[src/logic/otw_params.svh]
// Constants for the one-time-programmable wiper serial slave
`ifndef OTW_PARAMS_SVH
`define OTW_PARAMS_SVH

// ---------------------------------------------------------------
// Addressing
// ---------------------------------------------------------------
`define OTW_ADDR_PREFIX   6'h16   // Fixed upper address bits 010110
`define OTW_BITS_PER_BYTE 4'h8
`define OTW_LAST_TX_BIT   4'h7
`define OTW_PROG_BIT      7       // Instruction bit that requests fuse blowing

// ---------------------------------------------------------------
// Wiper and fuse validation codes
// ---------------------------------------------------------------
`define OTW_WIPER_W       6
`define OTW_MIDSCALE      6'h20
`define OTW_CHK_READY     2'h0
`define OTW_CHK_TESTFAIL  2'h1
`define OTW_CHK_FATAL     2'h2
`define OTW_CHK_DONE      2'h3

`endif

[src/logic/otw_pkg.sv]
// Types shared by the wiper serial slave files
package otw_pkg;

    // ---------------------------------------------------------------
    // Bus sequencer states
    // ---------------------------------------------------------------
    typedef enum logic [3:0] {
        ST_IDLE      = 4'h0,
        ST_ADDR      = 4'h1,
        ST_ADDR_ACK  = 4'h2,
        ST_INSTR     = 4'h3,
        ST_INSTR_ACK = 4'h4,
        ST_DATA      = 4'h5,
        ST_DATA_ACK  = 4'h6,
        ST_RD        = 4'h7,
        ST_RD_ACK    = 4'h8,
        ST_SKIP      = 4'h9
    } otw_state_t;

endpackage : otw_pkg

[src/logic/otw_line_sync.sv]
// Pin synchroniser and bus event detector for the wiper serial slave
`timescale 1ns/1ps
`default_nettype none

module otw_line_sync (
    input  wire logic       clk_in,
    input  wire logic       nrst_in,
    input  wire logic [2:0] raw_in,       // {addr select, data, clock}
    output logic      [2:0] level_out,
    output logic            scl_rise_out,
    output logic            scl_fall_out,
    output logic            start_out,
    output logic            stop_out
);

    // ---------------------------------------------------------------
    // Two-stage synchronisers, then one history stage for edges
    // ---------------------------------------------------------------
    logic [2:0] meta_q;
    logic [2:0] sync_q;
    logic [1:0] prev_q;

    // Only sync_q looks at meta_q, so metastability stays contained
    always_ff @(posedge clk_in) begin
        if (!nrst_in) begin
            meta_q <= 3'h3;
            sync_q <= 3'h3;
            prev_q <= 2'h3;
        end else begin
            meta_q <= raw_in;
            sync_q <= meta_q;
            prev_q <= sync_q[1:0];
        end
    end

    // Edges and bus conditions from the settled samples
    assign level_out    = sync_q;
    assign scl_rise_out = sync_q[0] && !prev_q[0];
    assign scl_fall_out = !sync_q[0] && prev_q[0];
    assign start_out    = sync_q[0] && prev_q[0] && prev_q[1] && !sync_q[1];
    assign stop_out     = sync_q[0] && prev_q[0] && !prev_q[1] && sync_q[1];

endmodule : otw_line_sync

`default_nettype wire

[src/logic/otw_slave.sv]
// Two-wire serial slave with fuse-lockable six-bit wiper setting
`timescale 1ns/1ps
`default_nettype none
`include "otw_params.svh"

// What this block does
// - Data falling while clock high starts transfer
// - Address byte: 010110, select bit, direction
// - Address select bit must equal pin level
// - Matching address acknowledged on ninth pulse
// - Unmatched device never drives data line
// - Write: instruction byte, top bit programs
// - Write: data byte follows acknowledged instruction
// - Byte is eight bits MSB first, ack
// - Data changes only while clock low
// - Read: data byte right after address ack
// - Data rising while clock high ends transfer
// - Each further write byte reloads the wiper while not locked
// - After programming no further wiper updates
// - Reads may repeat, each returns valid data
// - Program bit set blows fuses at wiper
// - Read byte: two check bits, wiper code
// - Check codes: ready, test fail, fatal, done
// - Midscale at power-on unless fuses programmed
module otw_slave
    import otw_pkg::*;
(
    input  wire logic                     clk_in,
    input  wire logic                     nrst_in,
    input  wire logic                     scl_in,
    input  wire logic                     sda_in,
    output logic                          sda_out,
    output logic                          sda_oe_out,
    input  wire logic                     addr_select_pin_in,
    input  wire logic                     fuse_check_hi_in,
    input  wire logic                     fuse_check_lo_in,
    input  wire logic [`OTW_WIPER_W-1:0]  fuse_code_in,
    output logic      [`OTW_WIPER_W-1:0]  wiper_setting_out,
    output logic                          fuse_blow_out,
    output logic      [`OTW_WIPER_W-1:0]  fuse_code_out,
    output logic                          addressed_out
);

    // ---------------------------------------------------------------
    // Pin synchronisation and bus events
    // ---------------------------------------------------------------
    logic [2:0] lvl;
    logic       scl_rise;
    logic       scl_fall;
    logic       start_ev;
    logic       stop_ev;

    otw_line_sync u_sync (
        .clk_in       (clk_in),
        .nrst_in      (nrst_in),
        .raw_in       ({addr_select_pin_in, sda_in, scl_in}),
        .level_out    (lvl),
        .scl_rise_out (scl_rise),
        .scl_fall_out (scl_fall),
        .start_out    (start_ev),
        .stop_out     (stop_ev)
    );

    // ---------------------------------------------------------------
    // State
    // ---------------------------------------------------------------
    otw_state_t               state_q;
    otw_state_t               state_d;
    logic [3:0]               cnt_q;
    logic [3:0]               cnt_d;
    logic [7:0]               shreg_q;
    logic [7:0]               shreg_d;
    logic                     drive_q;
    logic                     drive_d;
    logic                     rw_q;
    logic                     rw_d;
    logic                     prog_q;
    logic                     prog_d;
    logic [`OTW_WIPER_W-1:0]  wiper_q;
    logic [`OTW_WIPER_W-1:0]  blow_code_q;
    logic                     blow_q;
    logic                     blown_q;
    logic                     boot_done_q;

    // ---------------------------------------------------------------
    // Decoding
    // ---------------------------------------------------------------
    logic                     scl_hi;
    logic                     sda_hi;
    logic                     sel_pin;
    logic                     byte_done;
    logic                     addr_ok;
    logic [1:0]               chk;
    logic                     locked;
    logic                     booting;
    logic                     upd_wiper;
    logic                     start_blow;
    logic [7:0]               rd_byte;
    logic [`OTW_WIPER_W-1:0]  rx_code;
    logic [7:0]               shift_in;

    assign scl_hi     = lvl[0];
    assign sda_hi     = lvl[1];
    assign sel_pin    = lvl[2];
    // Eighth bit already sampled and its clock pulse is over
    assign byte_done  = scl_fall && (cnt_q == `OTW_BITS_PER_BYTE);
    assign addr_ok    = (shreg_q[7:2] == `OTW_ADDR_PREFIX)
                        && (shreg_q[1] == sel_pin);
    assign chk        = {fuse_check_hi_in, fuse_check_lo_in};
    // Any fuse activity, ours or from an earlier life, freezes the wiper
    assign locked     = (chk != `OTW_CHK_READY) || blown_q;
    assign booting    = !boot_done_q;
    assign rx_code    = shreg_q[`OTW_WIPER_W-1:0];
    assign upd_wiper  = (state_q == ST_DATA) && byte_done && !locked && !booting;
    assign start_blow = upd_wiper && prog_q;
    assign rd_byte    = {chk, wiper_q};
    assign shift_in   = {shreg_q[6:0], sda_hi};

    // Received-bit counter increment, shared by every receive state
    function automatic logic [3:0] cnt_inc(input logic [3:0] c);
        cnt_inc = c + 4'h1;
    endfunction : cnt_inc

    // ---------------------------------------------------------------
    // Bus sequencer
    // ---------------------------------------------------------------
    // Drive changes only follow a detected clock fall, so the line
    // stays put while the clock is high; start and stop release it.
    always_comb begin
        state_d = state_q;
        cnt_d   = cnt_q;
        shreg_d = shreg_q;
        drive_d = drive_q;
        rw_d    = rw_q;
        prog_d  = prog_q;
        if (start_ev) begin
            state_d = ST_ADDR;
            cnt_d   = 4'h0;
            drive_d = 1'b0;
        end else if (stop_ev) begin
            state_d = ST_IDLE;
            drive_d = 1'b0;
        end else begin
            case (state_q)
                ST_ADDR: begin
                    if (scl_rise) begin
                        shreg_d = shift_in;
                        cnt_d   = cnt_inc(cnt_q);
                    end else if (byte_done) begin
                        if (addr_ok) begin
                            state_d = ST_ADDR_ACK;
                            drive_d = 1'b1;
                            rw_d    = shreg_q[0];
                        end else begin
                            state_d = ST_SKIP;
                        end
                    end
                end
                ST_ADDR_ACK: begin
                    if (scl_fall) begin
                        cnt_d = 4'h0;
                        if (rw_q) begin
                            state_d = ST_RD;
                            shreg_d = rd_byte;
                            drive_d = !rd_byte[7];
                        end else begin
                            state_d = ST_INSTR;
                            drive_d = 1'b0;
                        end
                    end
                end
                ST_INSTR: begin
                    if (scl_rise) begin
                        shreg_d = shift_in;
                        cnt_d   = cnt_inc(cnt_q);
                    end else if (byte_done) begin
                        state_d = ST_INSTR_ACK;
                        drive_d = 1'b1;
                        prog_d  = shreg_q[`OTW_PROG_BIT];
                    end
                end
                ST_INSTR_ACK: begin
                    if (scl_fall) begin
                        state_d = ST_DATA;
                        cnt_d   = 4'h0;
                        drive_d = 1'b0;
                    end
                end
                ST_DATA: begin
                    if (scl_rise) begin
                        shreg_d = shift_in;
                        cnt_d   = cnt_inc(cnt_q);
                    end else if (byte_done) begin
                        state_d = ST_DATA_ACK;
                        drive_d = 1'b1;
                    end
                end
                ST_DATA_ACK: begin
                    if (scl_fall) begin
                        cnt_d   = 4'h0;
                        drive_d = 1'b0;
                        // Same instruction keeps applying; once fused, one pass only
                        state_d = locked ? ST_SKIP : ST_DATA;
                    end
                end
                ST_RD: begin
                    if (scl_fall) begin
                        if (cnt_q == `OTW_LAST_TX_BIT) begin
                            state_d = ST_RD_ACK;
                            drive_d = 1'b0;
                        end else begin
                            shreg_d = {shreg_q[6:0], 1'b0};
                            drive_d = !shreg_q[6];
                            cnt_d   = cnt_inc(cnt_q);
                        end
                    end
                end
                ST_RD_ACK: begin
                    if (scl_rise) begin
                        if (sda_hi) begin
                            state_d = ST_SKIP;
                        end else begin
                            cnt_d = `OTW_BITS_PER_BYTE;
                        end
                    end else if (byte_done) begin
                        // Master asked for more: resend a fresh snapshot
                        state_d = ST_RD;
                        cnt_d   = 4'h0;
                        shreg_d = rd_byte;
                        drive_d = !rd_byte[7];
                    end
                end
                ST_IDLE, ST_SKIP: begin
                    state_d = state_q;
                end
                default: begin
                    state_d = ST_IDLE;
                    drive_d = 1'b0;
                end
            endcase
        end
    end

    // Sequencer registers
    always_ff @(posedge clk_in) begin
        if (!nrst_in) begin
            state_q <= ST_IDLE;
            cnt_q   <= 4'h0;
            shreg_q <= 8'h00;
            drive_q <= 1'b0;
            rw_q    <= 1'b0;
            prog_q  <= 1'b0;
        end else begin
            state_q <= state_d;
            cnt_q   <= cnt_d;
            shreg_q <= shreg_d;
            drive_q <= drive_d;
            rw_q    <= rw_d;
            prog_q  <= prog_d;
        end
    end

    // ---------------------------------------------------------------
    // Wiper, boot load and fuse request
    // ---------------------------------------------------------------
    // Fuse latches are sampled one edge after reset release, never
    // inside the reset branch itself.
    always_ff @(posedge clk_in) begin
        if (!nrst_in) begin
            wiper_q     <= `OTW_MIDSCALE;
            boot_done_q <= 1'b0;
            blow_q      <= 1'b0;
            blown_q     <= 1'b0;
            blow_code_q <= 6'h00;
        end else begin
            boot_done_q <= 1'b1;
            blow_q      <= start_blow;
            if (booting && chk == `OTW_CHK_DONE) begin
                wiper_q <= fuse_code_in;
            end else if (upd_wiper) begin
                wiper_q <= rx_code;
            end
            if (start_blow) begin
                blown_q     <= 1'b1;
                blow_code_q <= rx_code;
            end
        end
    end

    // Open drain: the pad only ever pulls low
    assign sda_out           = 1'b0;
    assign sda_oe_out        = drive_q;
    assign wiper_setting_out = wiper_q;
    assign fuse_blow_out     = blow_q;
    assign fuse_code_out     = blow_code_q;
    assign addressed_out     = (state_q != ST_IDLE) && (state_q != ST_SKIP) && (state_q != ST_ADDR);

    logic frame_ev;
    assign frame_ev = start_ev || stop_ev;
endmodule : otw_slave

`default_nettype wire

[config.mk]
export PLATFORM = sky130hd
export DESIGN_NAME = otw_slave
export DESIGN_NICKNAME = d
export VERILOG_FILES = /design/src/logic/otw_pkg.sv /design/src/logic/otw_line_sync.sv /design/src/logic/otw_slave.sv
export VERILOG_INCLUDE_DIRS = /design/src /design/src/logic
export SDC_FILE = /design/constraint.sdc
export NUM_CORES = 1
export LEC_CHECK = 0
export ABC_AREA = 1
export BUFFER_PORTS_ARGS = -buffer_cell sky130_fd_sc_hd__buf_2
export CELL_PAD_IN_SITES_DETAIL_PLACEMENT = 0
export CELL_PAD_IN_SITES_GLOBAL_PLACEMENT = 1
export CORE_ASPECT_RATIO = 0.9
export CORE_MARGIN = 2
export CORE_UTILIZATION = 35
export CTS_CLUSTER_DIAMETER = 150
export CTS_CLUSTER_SIZE = 24
export DETAILED_ROUTE_END_ITERATION = 8
export GPL_ROUTABILITY_DRIVEN = 1
export PLACE_DENSITY_LB_ADDON = 0.1
export SLEW_MARGIN = 10
export SYNTH_ARGS = -nofsm -noshare
export SYNTH_HDL_FRONTEND = slang
export SYNTH_SLANG_ARGS = --single-unit
[constraint.sdc]
create_clock -name clk_in -period 2.05 [get_ports clk_in]
set_clock_uncertainty 0.1 [all_clocks]
set_input_delay 0.1025 -clock clk_in [delete_from_list [all_inputs] [get_ports clk_in]]
set_output_delay 0.1025 -clock clk_in [all_outputs]
set_load 0.05 [all_outputs]
Word level (Yosys, flattened, before mapping)
Cells that the tools add are included.
{"block": "totals", "out_inout_bits": 16, "inputBits": 13, "wordCells": 172, "reg_bits": 42}
{"block": "op_classes", "n_reduce_logical": 45, "n_bitwise": 5, "n_eq_ne": 54, "addsub": 1, "muxes": 52}
{"operator": "$mux 4", "count": 23}
{"operator": "$mux 8", "count": 7}
{"operator": "$ne 4x4->1 const B", "count": 12}
{"operator": "$pmux 4 s9", "count": 1}
{"operator": "$ne 2x2->1 const B", "count": 17}
{"operator": "$pmux 8 s4", "count": 1}
{"operator": "$reduce_and 14->1", "count": 2}
{"operator": "$eq 4x3->1 const B", "count": 5}
{"operator": "$logic_and 1x1->1", "count": 16}
{"operator": "$pmux 4 s4", "count": 1}
{"operator": "$mux 1", "count": 15}
{"operator": "$eq 4x4->1 const B", "count": 3}
{"operator": "$mux 6", "count": 2}
{"operator": "$reduce_bool 4->1", "count": 3}
{"operator": "$reduce_and 11->1", "count": 1}
{"operator": "$reduce_and 10->1", "count": 1}
{"operator": "$ne 3x3->1 const B", "count": 3}
{"operator": "$reduce_or 3->1", "count": 3}
{"operator": "$eq 4x2->1 const B", "count": 2}
{"operator": "$logic_not 1->1", "count": 8}
{"operator": "$ne 2x1->1 const B", "count": 4}
{"operator": "$reduce_and 8->1", "count": 1}
{"operator": "$reduce_or 2->1", "count": 4}
{"operator": "$pmux 1 s7", "count": 1}
{"operator": "16 further kinds", "count": 21}

Logic depth before layout (Yosys ltp)
{"block": "depth", "ltp_word": 8, "ltp_mapped": 13, "ltp_nobuf": 13}

Modules after synthesis
A second synthesis with hierarchy kept.
{"block": "hier_totals", "cells_unflattened": 408, "hier_area_um2": 2459.9}
{"mod": "otw_slave", "seq_area_each_um2": 680.7, "area_each_um2": 2200.9, "cells_each": 374, "n_inst": 1}
{"mod": "otw_line_sync", "seq_area_each_um2": 160.2, "area_each_um2": 259.0, "cells_each": 34, "n_inst": 1}

Worst setup path after synthesis
Ideal clock, no wire load.
{"block": "synth_timing", "path_kind": "reg-to-reg", "startpoint": "register cnt_q[0]", "endpoint": "register shreg_q[5]", "required_time_ps": 1837, "setup_ps": 113, "t_arrival_ps": 1481, "path_stages_with_launch": 13, "n_path_buf": 1, "slack_ps": 356, "synth_period_minus_slack_ps": 1694, "path_cell_list": "dfxtp_1 > inv_1 > ha_1 > nand3_1 > nor2_4 > nor2_1 > nor2_1 > nand3b_1 > nor2_4 > buf_6 > nand2_1 > nand2_1 > nor2_1"}
{"block": "synth_between", "elab_chain_len": 4, "elab_cells_between_ends": 6, "classes_between": "4 x eq/ne; 2 x reduce/logical"}
{"item": "start: declaration", "line": "otw_slave.sv:69", "source": "logic [3:0] cnt_q;"}
{"item": "start signal: assignment", "line": "otw_slave.sv:255", "source": "cnt_q <= cnt_d;"}
{"item": "$eq 4x4->1 (no source line)"}
{"item": "$logic_and 1x1->1", "line": "otw_slave.sv:106", "source": "assign byte_done = scl_fall && (cnt_q == `OTW_BITS_PER_BYTE);"}
{"item": "$ne 2x2->1 (no source line)"}
{"item": "$reduce_and 10->1 (no source line) *"}
{"item": "end signal: assignment", "line": "otw_slave.sv:256", "source": "shreg_q <= shreg_d;"}
{"item": "end: declaration", "line": "otw_slave.sv:71", "source": "logic [7:0] shreg_q;"}
Mark *: on every way between the ends. The rest lies on a longest branch, timed or not.
A chain may end at the register's enable or synchronous reset.

Worst setup path in the final report
{"block": "layout_timing", "startpoint": "register cnt_q[0]", "endpoint": "register drive_q, in the netlist sda_oe_out"}
{"block": "layout_between", "elab_chain_len": 4, "elab_cells_between_ends": 10, "classes_between": "5 x eq/ne; 3 x mux; 2 x reduce/logical"}
{"item": "$eq 4x3->1 (no source line) or $eq 4x4->1 (tied branches)"}
{"item": "$mux 1 or $logic_and 1x1->1 (tied branches)", "line": "otw_slave.sv:208, otw_slave.sv:106"}
{"item": "$mux 1 (tied with other cells)", "line": "otw_slave.sv:207", "source": "if (scl_fall) begin"}
{"item": "$pmux 1 s7 or $reduce_and 11->1 (tied branches)"}
{"item": "end signal: assignment", "line": "otw_slave.sv:257", "source": "drive_q <= drive_d;"}
{"item": "end: declaration", "line": "otw_slave.sv:73", "source": "logic drive_q;"}
Parallel ways exist; a longest one is shown, timed or not. The select of a mux whose other input is x is not followed.

==> summary.md <==
| Metric | Value |
|---|---|
| Outcome | finished clean |
| Mapped Cells | 369 |
| CTS Sinks | 42 |
| RePlAce Congestion | 0.8657 |
| Register clock-pin slew on the reported worst setup and hold paths | 90 ps |
| P_int | 1.850 mW |
| Die area | 0.007228 mm2 |
| Drt initial violations | 98 |
| Final ANT Viol Nets | 0 |
| Core area | 0.006216 mm2 |
| Pleak | 1.363 nW |
| Startpoint class of the critical path | flip-flop |
| Post-route setup TNS | 0 ps |
| Sequential share of power | 31.4% |
| Logic pwr share | 43.1% |
| Residual overflow from global routing | 0 |
| Commonest cells after routing, fill and taps aside | nand2_1 (102), nor2_1 (76), dfxtp_1 (42) |
| Initial antenna violation count | 0 |
| Area delta synth->final | 21.79% |
| Hpwl dp | 5041 um |
| Yosys warning count | 0 |
| Power density over cell area | 1123 mW/mm2 |
| CP Capture Type | flip-flop |
| Top delay family on crit path | simple AND/OR/NAND/NOR gates |
| Vias | 2349 |
| Synth Cell Area | 0.002297 mm2 |
| Cell variety after synth | 27 |
| Worst path slowest cell | dfxtp_1 |
| Seq cells post-synth | 42 |
| Inserted Diodes | 0 |
| Largest net degree at the start of global routing | 21 |
| Final setup violation count | 0 |
| RSZ-0062 raised after global routing | false |
| Final WL | 6424 um |
| Total Routing Usage GR | 18.93% |
| Peak VDD IR | 0.4365 mV |
| Layout cell share with drive strength beyond 1 | 15.01% |
| Clk buf depth | 2 |
| WP buf/inv | 2 |
| Routed vias/inst | 4.698 |
| Arr. time, crit path | 1950 ps |
| Clk pwr share | 25.5% |
| Rows | 27 |
| Fin nets | 427 |
| Htree depth | 2 |
| Tmin final | 1866 ps |
| Die height | 80.86 um |
| Number of global-route vias before repair | 2196 |
| Seq/Total Area, Yosys | 36.60% |
| Dpl cells | 482 |
| Cell Chain, Critical Path | inv_1, ha_1, nand2_1, inv_1, nand3_1, nand2_1, nand2_1, nor2_1, nand3_1, nor3_1, nor2_1 |
| Fin crit share | 91.03% |
| Cts bufs inserted | 5 |
| Avg Cell Area, Syn | 6.225 um2 |
| Max Freq | 0.5359 GHz |
| Port bufs | 27 |
| Starting Density | 36.96% |
| I/O Pins | 29 |
| WS Path Type | flip-flop to flip-flop |
| First-pass GRT wire length | 10520 um |
| Critical Path Fanout Max | 6 |
| Most common cell after layout, fill and taps aside | nand2_1 |
| Net Sw Frac | 41.13% |
| Detail-routed net length per standard cell | 12.85 um |
| DRT Pass-1 Iters | 4 |
| CTS root buf | clkbuf_8 |
| Required @ worst endpoint | 2140 ps |
| Switching pwr | 1.293 mW |
| Hold Path Class | primary input to flip-flop |
| Max incr delay on CP | 350 ps |
| Mapped Nets | 384 |
| Die X | 89.40 um |
| Final hold vios | 0 |
| Max-cap violations | 0 |
| Slew Viols, Final | 0 |
| Most frequent CP cell | nand2_1 |
| Non-filler cells, final | 500 |
| Final Cell Area | 0.002798 mm2 |
| # DRC | 0 |
| Clock Latency Late Sink | 300 ps |
| TritonCTS clock tree | done |
| Placed inst area | 0.002547 mm2 |
repair_timing:
item / in CTS / in global routing
hold endpoints to repair: 9 / 0
resized for setup: 0 / 2
setup buffers: 0 / 1
endpoints found under the setup margin: 0 / 10
hold buffers: 9 / 0
per-stage QoR:
step	util, %	hold WS, ps	setup slack, ps	power [mW]
global placement	40.98	184.6	102.4	2.289
finish	45.01	96.32	183.8	3.143
detailed placement	40.98	189.0	116.6	2.284
global route	45.01	97.80	19.97	3.398
CTS	44.65	85.76	103.4	3.111
floorplan	-	30.22	355.9	2.007
routing by layer:
| layer | global-route usage (%) | wire length (um) | vias up | part of all wire, % |
|---|---|---|---|---|
| met5 | 0 | 0 | - | 0 |
| met4 | 3.582 | 20 | 0 | 0.31 |
| met3 | 3.354 | 199 | 4 | 3.1 |
| met2 | 29.85 | 2816 | 46 | 44 |
| met1 | 27.20 | 3389 | 1058 | 53 |
| li1 | - | - | 1241 | - |
flip-flops by register name, summed over array words and instances (netlist names):
name,count
shreg_q,8
fuse_code_out,6
wiper_setting_out,6
cnt_q,4
state_q,4
u_sync.level_out,3
u_sync.meta_q,3
u_sync.prev_q,2
blown_q,1
boot_done_q,1
fuse_blow_out,1
prog_q,1
rw_q,1
sda_oe_out,1
cell usage after synthesis:
cell type  instances  area [um2]
a211oi_1           4       30.03
nand2_1          102       382.9
nand2_2            3       18.77
nor2_4             4       45.04
a22oi_1            5       37.54
buf_2              1       5.000
inv_2              2       7.510
buf_4              1       7.510
nand3_1           24       120.1
nand3_2            1       10.01
nor2_2             3       18.77
xnor2_1            1       8.760
and2_1             1       6.260
nor2_1            77       289.0
conb_1             1       3.750
ha_1               2       25.02
buf_1              1       3.750
nand3b_1           2       15.01
inv_1             42       157.7
dfxtp_1           42       840.8
nand4_1            4       25.02
a21oi_1           21       105.1
o21ai_0           14       70.07
clkbuf_1           3       11.26
nor3_1             2       10.01
or2_2              5       31.28
buf_6              1       11.26
kinds of logic after synthesis:
kind of cell	count (synthesis)	share of synthesized area (%)
compound gates	44	10.57
xor+xnor	1	0.3813
fa+ha+maj	2	1.089
buf+inv	51	8.878
flops	42	36.60
other cells	1	0.1632
simple gates	228	42.32
worst register-to-register path, cell delays in order, from the launching register on:
cell and delay, ps:
dfxtp_1 350, inv_1 90, ha_1 170, nand2_1 50, inv_1 50, nand3_1 180, nand2_1 150, nand2_1 70
nor2_1 100, nand3_1 130, nor3_1 250, nor2_1 70
final cells by class:
type / count / area (um2)
clock buffers: 5 / 68.82
flip-flops and latches: 42 / 840.8
well taps: 87 / 108.9
multi-input cells: 276 / 1255
inverters: 44 / 165.2
repair buffers: 43 / 290.3
clock inverters: 3 / 68.82
fillers: 693 / 3418
power groups by stage:
stage / sequential, mW / combinational [mW] / clock (mW)
2_1_floorplan: 1.02 / 0.990 / 0
3_3_place_gp: 1.00 / 1.28 / 0
3_5_place_dp: 1.01 / 1.28 / 0
4_1_cts: 0.987 / 1.30 / 0.827
5_1_grt: 1.00 / 1.53 / 0.863
6_report: 0.987 / 1.35 / 0.802
worst paths after layout:
path                          from             endpoint  slack (ps)  cells after the start
setup / recovery          cnt_q[0]           sda_oe_out         180                     11
hold reg to reg   u_sync.meta_q[0]  u_sync.level_out[0]         320                      1
hold / removal    fuse_check_lo_in           shreg_q[6]         100                      5
setup reg to reg          cnt_q[0]           sda_oe_out         180                     11
Power figures use the tool's default switching activity.
